**src/verilog/asmt_consts.svh**
```systemverilog
`ifndef ASMT_CONSTS_SVH
`define ASMT_CONSTS_SVH

// Region control word fields
`define ASMT_CTL_BANK_EN 0
`define ASMT_CTL_MUX 1
`define ASMT_CTL_TYPE 2
`define ASMT_CTL_WIDTH 4
`define ASMT_CTL_FLASH_EN 6
`define ASMT_CTL_WAIT_POL 9
`define ASMT_CTL_EXT 14
`define ASMT_CTL_WAIT_EN 15
`define ASMT_CTL_BYTE_LANE_SETUP_CYCLES 22

// Read and write timing word fields
`define ASMT_TIM_READ_ADDRESS_SETUP_CYCLES 0
`define ASMT_TIM_READ_ADDRESS_HOLD_CYCLES 4
`define ASMT_TIM_READ_DATA_SETUP_CYCLES 8
`define ASMT_TIM_TURN 16
`define ASMT_TIM_MODEL 28

// Field encodings
`define ASMT_TYPE_NOR 2'h2
`define ASMT_WIDTH_16 2'h1
`define ASMT_EXT_ON 1'h1
`define ASMT_MODEL_A 2'h0
`define ASMT_MODEL_B 2'h1
`define ASMT_MODEL_C 2'h2
`define ASMT_MODEL_D 2'h3
`define ASMT_SIZE_8 2'h0
`define ASMT_SIZE_16 2'h1
`define ASMT_SIZE_32 2'h2

// Data phase extra cycles
`define ASMT_WR_DATA_EXTRA 9'h001
`define ASMT_RD_DATA_EXTRA 9'h003

// Register map: region r, slot s at byte 0x10*r + 4*s
`define ASMT_SLOT_CTL 2'h0
`define ASMT_SLOT_RTIM 2'h1
`define ASMT_SLOT_WTIM 2'h2
`define ASMT_SLOT_LAT 2'h3
`define ASMT_OFF_STATUS 7'h40

// Reset values
`define ASMT_RST_CTL0 32'h000030DA
`define ASMT_RST_CTLN 32'h000030D2
`define ASMT_RST_TIM 32'h0FFFFFFF
`define ASMT_RST_LAT 32'h00000000

`endif

```
**src/verilog/asmt_pkg.sv**
```systemverilog
package asmt_pkg;

    typedef enum logic [2:0] {
        ST_IDLE,
        ST_LOAD,
        ST_START,
        ST_READ_ADDRESS_SETUP_CYCLES,
        ST_READ_ADDRESS_HOLD_CYCLES,
        ST_DATA,
        ST_DONE
    } asmt_state_e;

    typedef logic [31:0] asmt_word_t;

    typedef struct packed {
        logic [27:0] addr;
        logic [1:0] size;
        logic we;
        logic [31:0] wdata;
    } asmt_req_s;

    typedef struct packed {
        logic [1:0] model;
        logic [3:0] turn;
        logic [7:0] read_data_setup_cycles;
        logic [3:0] read_address_hold_cycles;
        logic [3:0] read_address_setup_cycles;
    } asmt_tim_s;

    typedef struct packed {
        asmt_state_e st;
        logic [8:0] cnt;
    } asmt_step_s;

    typedef struct packed {
        logic [3:0] cs_n;
        logic oe_n;
        logic we_n;
        logic adv_n;
        logic [1:0] bl_n;
        logic [25:0] addr;
        logic [15:0] dout;
        logic doe;
    } asmt_pins_s;

endpackage : asmt_pkg
```
**src/verilog/asmt_cfg_mem.sv**
```systemverilog
`timescale 1ns/1ps
`include "asmt_consts.svh"

module asmt_cfg_mem (
    // Clock and reset
    input wire logic clock,
    input wire logic rst,
    // Write port
    input wire logic wr_en,
    input wire logic [3:0] wr_idx,
    input wire logic [3:0] wr_be,
    input wire logic [31:0] wr_data,
    // Read ports, data one cycle after index
    input wire logic [3:0][3:0] rd_idx,
    output logic [3:0][31:0] rd_data
);

    asmt_pkg::asmt_word_t mem_r [16];

    function automatic asmt_pkg::asmt_word_t rst_val(input logic [3:0] idx);
        asmt_pkg::asmt_word_t v;
        v = `ASMT_RST_LAT;
        case (idx[1:0])
            `ASMT_SLOT_CTL: v = (idx[3:2] == 2'h0) ? `ASMT_RST_CTL0 : `ASMT_RST_CTLN;
            `ASMT_SLOT_RTIM: v = `ASMT_RST_TIM;
            `ASMT_SLOT_WTIM: v = `ASMT_RST_TIM;
            default: v = `ASMT_RST_LAT;
        endcase
        return v;
    endfunction : rst_val

    genvar k;
    generate
        for (k = 0; k < 16; k++) begin : g_word
            always_ff @(posedge clock or posedge rst) begin
                if (rst) begin
                    mem_r[k] <= rst_val(4'(k));
                end else if (wr_en && wr_idx == 4'(k)) begin
                    for (int b = 0; b < 4; b++) begin
                        if (wr_be[b]) begin
                            mem_r[k][8*b +: 8] <= wr_data[8*b +: 8];
                        end
                    end
                end
            end
        end
        for (k = 0; k < 4; k++) begin : g_rd
            always_ff @(posedge clock or posedge rst) begin
                if (rst) begin
                    rd_data[k] <= 32'h00000000;
                end else begin
                    rd_data[k] <= mem_r[rd_idx[k]];
                end
            end
        end
    endgenerate

endmodule : asmt_cfg_mem

```
**src/verilog/asmt_ctrl.sv**
```systemverilog
// Our own choices: the register offsets and register access over Wishbone.
`timescale 1ns/1ps
`include "asmt_consts.svh"

module asmt_ctrl (
    // Clock and reset
    input wire logic clock,
    input wire logic rst,
    // Wishbone register slave
    input wire logic wb_cyc,
    input wire logic wb_stb,
    input wire logic wb_we,
    input wire logic [6:0] wb_adr,
    input wire logic [3:0] wb_sel,
    input wire logic [31:0] wb_wdat,
    output logic [31:0] wb_rdat,
    output logic wb_ack,
    // Memory access request
    input wire logic acc_valid,
    input wire asmt_pkg::asmt_req_s acc_req,
    output logic acc_ack,
    output logic acc_err,
    output logic [31:0] acc_rdata,
    // External memory pins
    output asmt_pkg::asmt_pins_s pins,
    input wire logic wait_n,
    input wire logic [15:0] ext_data_in
);

    asmt_pkg::asmt_state_e state_r;
    logic [8:0] cnt_r;
    asmt_pkg::asmt_step_s step_nxt;
    asmt_pkg::asmt_req_s req_r;
    asmt_pkg::asmt_tim_s tim_r;
    logic read_address_hold_cycles_on_r, oe_tog_r, adv_c_r, adv_on_r, bl_use_r, mux_r;
    logic wait_en_r, wait_pol_r, wide_r, err_r;
    logic [1:0] byte_lane_setup_cycles_r;
    logic [2:0] beats_r, beat_r;
    logic [3:0] gap_cnt_r;
    logic [1:0] gap_reg_r;
    logic wb_pend_r;
    logic [3:0][3:0] rd_idx;
    logic [3:0][31:0] rd_data;
    logic [1:0] region;
    logic gap_block, wait_act, data_end, last_beat, in_acc, in_addr;
    logic [25:0] bus_addr;
    logic [25:0] ext_addr;
    logic [15:0] wr_lane;
    logic [1:0] lanes;
    logic [8:0] remain;
    logic [3:0] read_address_hold_cycles_eff;
    asmt_pkg::asmt_word_t ctl_w;
    asmt_pkg::asmt_tim_s rtim_w, wtim_w;
    logic ext_w, nor_w;
    logic [1:0] mdl_w;
    asmt_pkg::asmt_word_t status_w;

    function automatic asmt_pkg::asmt_tim_s tim_of(input asmt_pkg::asmt_word_t w);
        asmt_pkg::asmt_tim_s t;
        t.model = w[`ASMT_TIM_MODEL +: 2];
        t.turn = w[`ASMT_TIM_TURN +: 4];
        t.read_data_setup_cycles = w[`ASMT_TIM_READ_DATA_SETUP_CYCLES +: 8];
        t.read_address_hold_cycles = w[`ASMT_TIM_READ_ADDRESS_HOLD_CYCLES +: 4];
        t.read_address_setup_cycles = w[`ASMT_TIM_READ_ADDRESS_SETUP_CYCLES +: 4];
        return t;
    endfunction : tim_of

    function automatic asmt_pkg::asmt_step_s data_step(input logic we,
                                                        input asmt_pkg::asmt_tim_s t);
        asmt_pkg::asmt_step_s s;
        s.st = asmt_pkg::ST_DATA;
        s.cnt = {1'b0, t.read_data_setup_cycles} + (we ? `ASMT_WR_DATA_EXTRA : `ASMT_RD_DATA_EXTRA);
        return s;
    endfunction : data_step

    function automatic asmt_pkg::asmt_step_s addr_step(input logic we, input logic hold_on,
                                                        input asmt_pkg::asmt_tim_s t);
        asmt_pkg::asmt_step_s s;
        if (hold_on && t.read_address_hold_cycles != 4'h0) begin
            s.st = asmt_pkg::ST_READ_ADDRESS_HOLD_CYCLES;
            s.cnt = {5'h00, t.read_address_hold_cycles};
        end else begin
            s = data_step(we, t);
        end
        return s;
    endfunction : addr_step

    function automatic asmt_pkg::asmt_step_s first_step(input logic we, input logic hold_on,
                                                         input asmt_pkg::asmt_tim_s t);
        asmt_pkg::asmt_step_s s;
        if (t.read_address_setup_cycles != 4'h0) begin
            s.st = asmt_pkg::ST_READ_ADDRESS_SETUP_CYCLES;
            s.cnt = {5'h00, t.read_address_setup_cycles};
        end else begin
            s = addr_step(we, hold_on, t);
        end
        return s;
    endfunction : first_step

    // Configuration store
    assign region = (state_r == asmt_pkg::ST_IDLE) ? acc_req.addr[27:26] : req_r.addr[27:26];
    assign rd_idx[0] = wb_adr[5:2];
    assign rd_idx[1] = {region, `ASMT_SLOT_CTL};
    assign rd_idx[2] = {region, `ASMT_SLOT_RTIM};
    assign rd_idx[3] = {region, `ASMT_SLOT_WTIM};

    asmt_cfg_mem u_cfg (
        .clock(clock),
        .rst(rst),
        // Write lands only at the edge where the master sees ack
        .wr_en(wb_ack && wb_cyc && wb_stb && wb_we && !wb_adr[6]),
        .wr_idx(wb_adr[5:2]),
        .wr_be(wb_sel),
        .wr_data(wb_wdat),
        .rd_idx(rd_idx),
        .rd_data(rd_data)
    );

    // Wishbone slave: sample, then ack two edges after the request is seen
    always_ff @(posedge clock or posedge rst) begin
        if (rst) begin
            wb_pend_r <= 1'b0;
            wb_ack <= 1'b0;
            wb_rdat <= 32'h00000000;
        end else begin
            wb_pend_r <= wb_cyc && wb_stb && !wb_ack && !wb_pend_r;
            wb_ack <= wb_pend_r;
            if (wb_pend_r) begin
                if (!wb_adr[6]) begin
                    wb_rdat <= rd_data[0];
                end else if (wb_adr[6:2] == 5'(`ASMT_OFF_STATUS >> 2)) begin
                    wb_rdat <= status_w;
                end else begin
                    wb_rdat <= 32'h00000000;
                end
            end
        end
    end

    assign status_w = {26'h0000000, req_r.addr[27:26], 1'b0, acc_err, gap_cnt_r != 4'h0,
                       state_r != asmt_pkg::ST_IDLE};

    // Decode of the fetched region words
    assign ctl_w = rd_data[1];
    assign rtim_w = tim_of(rd_data[2]);
    assign wtim_w = tim_of(rd_data[3]);
    assign ext_w = ctl_w[`ASMT_CTL_EXT] == `ASMT_EXT_ON;
    assign nor_w = ctl_w[`ASMT_CTL_TYPE +: 2] == `ASMT_TYPE_NOR && ctl_w[`ASMT_CTL_FLASH_EN];
    assign mdl_w = req_r.we ? wtim_w.model : rtim_w.model;

    always_ff @(posedge clock or posedge rst) begin
        if (rst) begin
            tim_r <= '0;
            read_address_hold_cycles_on_r <= 1'b0;
            oe_tog_r <= 1'b0;
            adv_c_r <= 1'b0;
            adv_on_r <= 1'b0;
            bl_use_r <= 1'b0;
            mux_r <= 1'b0;
            wait_en_r <= 1'b0;
            wait_pol_r <= 1'b0;
            wide_r <= 1'b0;
            byte_lane_setup_cycles_r <= 2'h0;
            beats_r <= 3'h1;
            err_r <= 1'b0;
        end else if (state_r == asmt_pkg::ST_LOAD) begin
            // Timing is frozen per access so register writes cannot tear it
            tim_r <= (ext_w && req_r.we) ? wtim_w : rtim_w;
            mux_r <= ctl_w[`ASMT_CTL_MUX] && nor_w;
            read_address_hold_cycles_on_r <= (ctl_w[`ASMT_CTL_MUX] && nor_w)
                         || (ext_w && mdl_w == `ASMT_MODEL_D);
            oe_tog_r <= ext_w && (mdl_w == `ASMT_MODEL_C
                         || (mdl_w == `ASMT_MODEL_A && !nor_w));
            adv_c_r <= ext_w && mdl_w == `ASMT_MODEL_C;
            adv_on_r <= nor_w;
            bl_use_r <= !nor_w || (ext_w && mdl_w == `ASMT_MODEL_D);
            wait_en_r <= ctl_w[`ASMT_CTL_WAIT_EN];
            wait_pol_r <= ctl_w[`ASMT_CTL_WAIT_POL];
            wide_r <= ctl_w[`ASMT_CTL_WIDTH +: 2] == `ASMT_WIDTH_16;
            byte_lane_setup_cycles_r <= ctl_w[`ASMT_CTL_BYTE_LANE_SETUP_CYCLES +: 2];
            err_r <= !ctl_w[`ASMT_CTL_BANK_EN];
            case (req_r.size)
                `ASMT_SIZE_8: beats_r <= 3'h1;
                `ASMT_SIZE_16: beats_r <= (ctl_w[`ASMT_CTL_WIDTH +: 2] == `ASMT_WIDTH_16)
                                          ? 3'h1 : 3'h2;
                default: beats_r <= (ctl_w[`ASMT_CTL_WIDTH +: 2] == `ASMT_WIDTH_16)
                                    ? 3'h2 : 3'h4;
            endcase
        end
    end

    // Wait is honoured only when enabled; polarity 1 means active high
    assign wait_act = wait_en_r && (wait_pol_r ? wait_n : !wait_n);
    assign data_end = state_r == asmt_pkg::ST_DATA && cnt_r == 9'h001 && !wait_act;
    assign last_beat = beat_r == beats_r - 3'h1;
    assign gap_block = gap_cnt_r != 4'h0 && acc_req.addr[27:26] == gap_reg_r;

    // Phase sequencing
    always_comb begin
        step_nxt.st = state_r;
        step_nxt.cnt = cnt_r;
        case (state_r)
            asmt_pkg::ST_IDLE: begin
                if (acc_valid && !acc_ack && !gap_block) begin
                    step_nxt.st = asmt_pkg::ST_LOAD;
                end
            end
            asmt_pkg::ST_LOAD: begin
                step_nxt.st = asmt_pkg::ST_START;
            end
            asmt_pkg::ST_START: begin
                if (err_r) begin
                    step_nxt.st = asmt_pkg::ST_DONE;
                end else begin
                    step_nxt = first_step(req_r.we, read_address_hold_cycles_on_r, tim_r);
                end
            end
            asmt_pkg::ST_READ_ADDRESS_SETUP_CYCLES: begin
                if (cnt_r == 9'h001) begin
                    step_nxt = addr_step(req_r.we, read_address_hold_cycles_on_r, tim_r);
                end else begin
                    step_nxt.cnt = cnt_r - 9'h001;
                end
            end
            asmt_pkg::ST_READ_ADDRESS_HOLD_CYCLES: begin
                if (cnt_r == 9'h001) begin
                    step_nxt = data_step(req_r.we, tim_r);
                end else begin
                    step_nxt.cnt = cnt_r - 9'h001;
                end
            end
            asmt_pkg::ST_DATA: begin
                if (wait_act) begin
                    step_nxt.cnt = cnt_r;
                end else if (cnt_r != 9'h001) begin
                    step_nxt.cnt = cnt_r - 9'h001;
                end else if (last_beat) begin
                    step_nxt.st = asmt_pkg::ST_DONE;
                end else begin
                    step_nxt = first_step(req_r.we, read_address_hold_cycles_on_r, tim_r);
                end
            end
            asmt_pkg::ST_DONE: begin
                step_nxt.st = asmt_pkg::ST_IDLE;
            end
            default: begin
                step_nxt.st = asmt_pkg::ST_IDLE;
            end
        endcase
    end

    always_ff @(posedge clock or posedge rst) begin
        if (rst) begin
            state_r <= asmt_pkg::ST_IDLE;
            cnt_r <= 9'h000;
        end else begin
            state_r <= step_nxt.st;
            cnt_r <= step_nxt.cnt;
        end
    end

    always_ff @(posedge clock or posedge rst) begin
        if (rst) begin
            req_r <= '0;
        end else if (state_r == asmt_pkg::ST_IDLE && step_nxt.st == asmt_pkg::ST_LOAD) begin
            req_r <= acc_req;
        end
    end

    always_ff @(posedge clock or posedge rst) begin
        if (rst) begin
            beat_r <= 3'h0;
        end else if (state_r == asmt_pkg::ST_START) begin
            beat_r <= 3'h0;
        end else if (data_end && !last_beat) begin
            beat_r <= beat_r + 3'h1;
        end
    end

    // Turnaround guard, counted from the end of the access
    always_ff @(posedge clock or posedge rst) begin
        if (rst) begin
            gap_cnt_r <= 4'h0;
            gap_reg_r <= 2'h0;
        end else if (state_r == asmt_pkg::ST_DONE) begin
            gap_cnt_r <= err_r ? 4'h0 : tim_r.turn;
            gap_reg_r <= req_r.addr[27:26];
        end else if (gap_cnt_r != 4'h0) begin
            gap_cnt_r <= gap_cnt_r - 4'h1;
        end
    end

    // Requester answer; read beats packed from bit 0 upward
    always_ff @(posedge clock or posedge rst) begin
        if (rst) begin
            acc_ack <= 1'b0;
            acc_err <= 1'b0;
            acc_rdata <= 32'h00000000;
        end else begin
            acc_ack <= state_r == asmt_pkg::ST_DONE;
            if (state_r == asmt_pkg::ST_DONE) begin
                acc_err <= err_r;
            end
            if (state_r == asmt_pkg::ST_START) begin
                acc_rdata <= 32'h00000000;
            end else if (data_end && !req_r.we) begin
                if (wide_r) begin
                    acc_rdata[16*beat_r[0] +: 16] <= ext_data_in;
                end else begin
                    acc_rdata[8*beat_r[1:0] +: 8] <= ext_data_in[7:0];
                end
            end
        end
    end

    // Beat address and data
    assign bus_addr = req_r.addr[25:0] + (wide_r ? {22'h000000, beat_r, 1'b0}
                                                 : {23'h000000, beat_r});
    assign ext_addr = wide_r ? {1'b0, bus_addr[25:1]} : bus_addr;
    assign wr_lane = wide_r ? ((req_r.size == `ASMT_SIZE_8) ? {2{req_r.wdata[7:0]}}
                                                           : req_r.wdata[16*beat_r[0] +: 16])
                            : {8'h00, req_r.wdata[8*beat_r[1:0] +: 8]};
    assign lanes = (req_r.we && wide_r && req_r.size == `ASMT_SIZE_8)
                   ? (bus_addr[0] ? 2'b01 : 2'b10) : 2'b00;
    assign in_addr = state_r == asmt_pkg::ST_READ_ADDRESS_SETUP_CYCLES || state_r == asmt_pkg::ST_READ_ADDRESS_HOLD_CYCLES;
    assign in_acc = in_addr || state_r == asmt_pkg::ST_DATA;
    assign read_address_hold_cycles_eff = (read_address_hold_cycles_on_r && tim_r.read_address_hold_cycles != 4'h0) ? tim_r.read_address_hold_cycles : 4'h0;
    assign remain = (state_r == asmt_pkg::ST_READ_ADDRESS_SETUP_CYCLES) ? cnt_r + {5'h00, read_address_hold_cycles_eff} : cnt_r;

    // Pins are registered decodes of the phase, so each moves on a rising edge only
    always_ff @(posedge clock or posedge rst) begin
        if (rst) begin
            pins <= '{cs_n: 4'hF, oe_n: 1'b1, we_n: 1'b1, adv_n: 1'b1, bl_n: 2'b11,
                      addr: 26'h0000000, dout: 16'h0000, doe: 1'b0};
        end else begin
            pins.cs_n <= in_acc ? ~(4'h1 << req_r.addr[27:26]) : 4'hF;
            pins.adv_n <= !(adv_on_r && state_r == asmt_pkg::ST_READ_ADDRESS_SETUP_CYCLES
                            && (!adv_c_r || cnt_r == {5'h00, tim_r.read_address_setup_cycles}));
            pins.oe_n <= !(!req_r.we && (state_r == asmt_pkg::ST_DATA
                           || (in_addr && !oe_tog_r && !mux_r)));
            pins.we_n <= !(req_r.we && state_r == asmt_pkg::ST_DATA && cnt_r != 9'h001);
            if (!in_acc) begin
                pins.bl_n <= 2'b11;
            end else if (!bl_use_r || state_r == asmt_pkg::ST_DATA
                         || remain <= {7'h00, byte_lane_setup_cycles_r}) begin
                pins.bl_n <= lanes;
            end else begin
                pins.bl_n <= 2'b11;
            end
            if (in_acc) begin
                pins.addr <= ext_addr;
            end
            if (mux_r && in_addr) begin
                pins.dout <= ext_addr[15:0];
                pins.doe <= 1'b1;
            end else if (req_r.we && state_r == asmt_pkg::ST_DATA) begin
                pins.dout <= wr_lane;
                pins.doe <= 1'b1;
            end else begin
                pins.doe <= 1'b0;
            end
        end
    end

endmodule : asmt_ctrl

```
**config.mk**
```make
export PLATFORM = sky130hd
export DESIGN_NAME = asmt_ctrl
export DESIGN_NICKNAME = d
export VERILOG_FILES = /design/src/verilog/asmt_pkg.sv /design/src/verilog/asmt_cfg_mem.sv /design/src/verilog/asmt_ctrl.sv
export VERILOG_INCLUDE_DIRS = /design/src /design/src/verilog
export SDC_FILE = /design/constraint.sdc
export NUM_CORES = 2
export LEC_CHECK = 0
export BUFFER_PORTS_ARGS = -buffer_cell sky130_fd_sc_hd__buf_2
export CORE_MARGIN = 1
export CORE_UTILIZATION = 45
export CTS_BUF_LIST = sky130_fd_sc_hd__clkbuf_4 sky130_fd_sc_hd__clkbuf_8 sky130_fd_sc_hd__clkbuf_16
export DETAILED_ROUTE_END_ITERATION = 8
export HOLD_SLACK_MARGIN = 0.1
export MAX_ROUTING_LAYER = met4
export PLACE_DENSITY = 0.59
export SYNTH_ARGS = -nofsm -noshare
export SYNTH_HDL_FRONTEND = slang
export SYNTH_SLANG_ARGS = --single-unit
```
**constraint.sdc**
```tcl
create_clock -name clock -period 54.8 [get_ports clock]
set_input_delay 2.74 -clock clock [delete_from_list [all_inputs] [get_ports clock]]
set_output_delay 2.74 -clock clock [all_outputs]
set_load 0.03 [all_outputs]
```
==> results.txt <==
The run finished with clean final reports. Iteration count of the initial detailed-routing pass: 5. Most instantiated flip-flop cell in the synthesis netlist: sky130_fd_sc_hd__dfrtp_1. The detailed-placement wirelength estimate was 69.65 mm; the worst hold path cell count was 1. For the via count, the log shows 25920. The tools report the total negative slack as 0 ns. Synthesis produced 3031 cells.

The total die area came out at 89140 um^2. Critical setup path kind: input pin to register. STA puts the critical path data required time at 55.33 ns.

For the number of antenna violations at the first check in global routing, the log shows 18. The tools report the static power due to leakage as 20.16 nW. The maximum operating frequency was 201.3 MHz; the quantity of I/O buffers inserted on ports was 245. The tools report the clock insertion delay at the later pin of the skew report as 0.66 ns. The cell at the slowest stage of the critical path is sky130_fd_sc_hd__nor3_1. The worst register-to-register path has a depth of 10. The largest fanout of any net on the critical path came out at 16. The effective utilization at floorplan is 0.4555. The tools report the number of DRC violations after detailed-routing iteration 0 as 1947.

The number of max-cap violations is 0. In the final design database the tool counted 3367 nets. TritonCTS built the clock tree. The total power divided by cell area is 43.84 nW/um^2. The tools report the via count of the first global-routing pass as 26860. Traced cell by cell, the critical path runs through buf_2 -> nor3_1 -> nand3b_1 -> nor2_1 -> nand2_1 -> mux2_2. In the final routed layout, each cell accounts on average for 24.22 um.

The critical path crosses 6 cells after its start point. Subtracting the final worst setup slack from the clock period gives 4.968 ns. Setup repair after global routing left no endpoint under its margin. At the end of routability-driven placement, the weighted congestion stood at 0.8865. The tightest min-delay check is of the register to register type. From left edge to right edge, the die measures 298.6 um.

The count of antenna-violating nets left after detailed routing came out at 0. The tree is rooted in a sky130_fd_sc_hd__clkbuf_16. The async set-reset flop share out of synthesis works out to 1.000. The synthesized netlist contains 70 unique library cells. Maximum number of pins on one net before global-route repair: 177. 248 I/O pins were placed. The tools report the capture instance of the worst register-to-register path as pins[9]. In this run the vertical extent of the chip is 298.6 um. Row generation in the floorplan step produced 108 rows. The share of final-layout standard cells stronger than drive strength 1 was 0.4519.

After synthesis the netlist holds a flip-flop and latch count of 839. The number of nets in the synthesized netlist is 3183, and the area growth from synthesis to layout is 14.21%. The synthesized netlist occupies a cell area of 39580 um^2. For this design, the sink count on the clock tree is 839.

For the total global routing track utilization, the log shows 0.2523. The register-to-register setup slack is 51.04 ns, and the sequential cell area fraction in the yosys report is 0.5386. After floorplanning, the core was sized to cover 86890 um^2. The tools report the capture point of the worst path as u_cfg.mem_r[222]. Yosys mapped a number of flops with a built-in enable equal to 0. Yosys printed 0 warnings.

The CTS buffer count is 93. The number of buffer and inverter stages on the critical path is 1. Among cell families on the critical path, the largest total delay comes from simple AND/OR/NAND/NOR gates.

The critical register-to-register path startpoint is wide_r. The number of setup buffers added after CTS is 0. Clock-pin slew was measured on the worst setup and hold paths at 0.06 ns. STA classifies the critical path endpoint as a register.

At the placement stage, the worst setup path has a slack of 49.17 ns. The H-tree depth is 3. The highest cell delay on the worst timing path was 0.63 ns; the number of design rule violations left after detail routing was 0. A synthesized cell averages 13.06 um^2. The final-report setup violation count is 0. The run gives 0.2700 as the headroom to the max-slew limit. At the worst endpoint, the arrival time is 5.50 ns. The slew of the pin with the lowest slew margin is 1.088 ns. After filler insertion, the fill cell instance count of the layout stands at 7414. The count of final hold-check violations is 0, and the final critical-path setup slack is 49.83 ns. The first-pass GRT wire length was 167.0 mm; the peak supply drop was 0.03661 mV. The clock passes through at most 3 buffers. For this block, the routed nets add up to 108.1 mm of wire. The overflow left after global routing was 0. The tools report the max-slew violation count as 0.

For the worst clock skew, the log shows 0.02549 ns. The post-route fraction of the period consumed by the critical path was 0.09066; the via density per instance was 5.807. For this design, the CTS-stage hold fixing added 0 buffers.

Post-CTS repair changed the size of 0 cells. Tracing the worst setup path back leads to its startpoint at wb_adr[6]. The startpoint type of the worst setup path is an input pin.
layer usage:
layer | up-vias | global-route usage | wire (um) | share of wire
li1 | 11490 | - | - | -
met1 | 13540 | 0.3247 | 45580 | 0.42
met2 | 720 | 0.4174 | 54440 | 0.50
met3 | 175 | 0.03664 | 5478 | 0.051
met4 | 0 | 0.06825 | 2642 | 0.024
met5 | - | - | 0 | 0
cell usage after synthesis, types with 10 or more instances:
| cell | count | area (um^2) |
|---|---|---|
| sky130_fd_sc_hd__mux2i_1 | 41 | 410.4 |
| sky130_fd_sc_hd__a21o_1 | 13 | 97.59 |
| sky130_fd_sc_hd__nand3b_1 | 35 | 262.8 |
| sky130_fd_sc_hd__mux4_2 | 168 | 3784 |
| sky130_fd_sc_hd__a22oi_1 | 18 | 135.1 |
| sky130_fd_sc_hd__nand3_1 | 42 | 210.2 |
| sky130_fd_sc_hd__ha_1 | 20 | 250.2 |
| sky130_fd_sc_hd__xor2_1 | 15 | 131.4 |
| sky130_fd_sc_hd__nand2_1 | 328 | 1231 |
| sky130_fd_sc_hd__nor3_1 | 26 | 130.1 |
| sky130_fd_sc_hd__o21ai_1 | 10 | 50.05 |
| sky130_fd_sc_hd__xnor2_1 | 23 | 201.4 |
| sky130_fd_sc_hd__mux2_2 | 589 | 6633 |
| sky130_fd_sc_hd__buf_1 | 15 | 56.30 |
| sky130_fd_sc_hd__nor2_1 | 97 | 364.1 |
| sky130_fd_sc_hd__clkbuf_1 | 148 | 555.5 |
| sky130_fd_sc_hd__dfstp_2 | 259 | 6805 |
| sky130_fd_sc_hd__o31ai_1 | 10 | 75.07 |
| sky130_fd_sc_hd__a21oi_1 | 57 | 285.3 |
| sky130_fd_sc_hd__o21ai_0 | 128 | 640.6 |
| sky130_fd_sc_hd__a31oi_1 | 63 | 394.1 |
| sky130_fd_sc_hd__inv_1 | 61 | 229.0 |
| sky130_fd_sc_hd__a211oi_1 | 76 | 570.6 |
| sky130_fd_sc_hd__and2_1 | 65 | 406.6 |
| sky130_fd_sc_hd__dfrtp_1 | 580 | 14510 |
| sky130_fd_sc_hd__buf_2 | 20 | 100.1 |
placed cells by master, fill, tap and decap left out, drive strengths merged, types with 14 or more instances in the layout:
cell and n:
mux2 589, dfrtp 580, nand2 328, buf 274, dfstp 259, mux4 168, clkbuf 139, o21ai 138
nor2 97, a211oi 76, inv 66, and2 65, a31oi 63, a21oi 59, nand3 42, mux2i 41
nand3b 35, nor3 26, xnor2 23, ha 20, a22oi 18, clkinv 16, xor2 15, diode 14
metrics by stage:
| step | utilization | cell area [um^2] | hold slack [ns] | total power, mW | cells |
|---|---|---|---|---|---|
| floorplan | - | 39580 | 0.3908 | 1.144 | 3031 |
| global placement | 0.4813 | 41820 | 0.4365 | 1.302 | 4275 |
| detailed placement | 0.4813 | 41820 | 0.4394 | 1.317 | 4275 |
| CTS | 0.5199 | 45170 | 0.4496 | 1.995 | 4450 |
| global route | 0.5202 | 45200 | 0.4787 | 2.078 | 4463 |
| finish | 0.5203 | 45200 | 0.4447 | 1.982 | 4464 |
report_power, final:
group | switching [mW] | internal [mW] | total, mW
Clock | 0.259 | 0.414 | 0.673
Sequential | 0.0775 | 0.711 | 0.788
Combinational | 0.341 | 0.179 | 0.521
flip-flops by register name, indices dropped and copies added (netlist names), 2 cells and up:
name                      count
u_cfg.mem_r                 512
u_cfg.rd_data                88
req_r                        63
pins                         52
acc_rdata                    32
wb_rdat                      32
tim_r                        20
cnt_r                         9
gap_cnt_r                     4
beat_r                        3
beats_r                       3
state_r                       3
byte_lane_setup_cycles_r      2
gap_reg_r                     2
how the worst min path moves through the flow:
stage | startpoint | end
floorplan | adv_on_r | pins[45]
global placement | u_cfg.rd_data[32] | err_r
detailed placement | u_cfg.rd_data[32] | err_r
CTS | u_cfg.rd_data[32] | err_r
global route | wb_ack | wb_pend_r
finish | u_cfg.rd_data[32] | err_r
area by class of cell:
| cell class | instances | area [um^2] | area share |
|---|---|---|---|
| clock buffers | 138 | 2819 | 0.06236 |
| diodes | 14 | 35.03 | 0.0007750 |
| clock inverters | 37 | 533.0 | 0.01179 |
| flip-flops and latches | 839 | 21320 | 0.4717 |
| repair buffers | 275 | 1475 | 0.03263 |
| well taps | 1155 | 1445 | 0.03197 |
| inverters | 61 | 236.5 | 0.005231 |
| multi-input cells | 1945 | 17340 | 0.3836 |
cell families after synthesis:
| kind of cell | share of synthesized area |
|---|---|
| compound gates | 0.06971 |
| xor+xnor | 0.009010 |
| fa+ha+maj | 0.007840 |
| buf+inv | 0.02472 |
| flops | 0.5386 |
| mux | 0.2735 |
| simple gates | 0.07653 |
(Power assumes the default switching activity.)
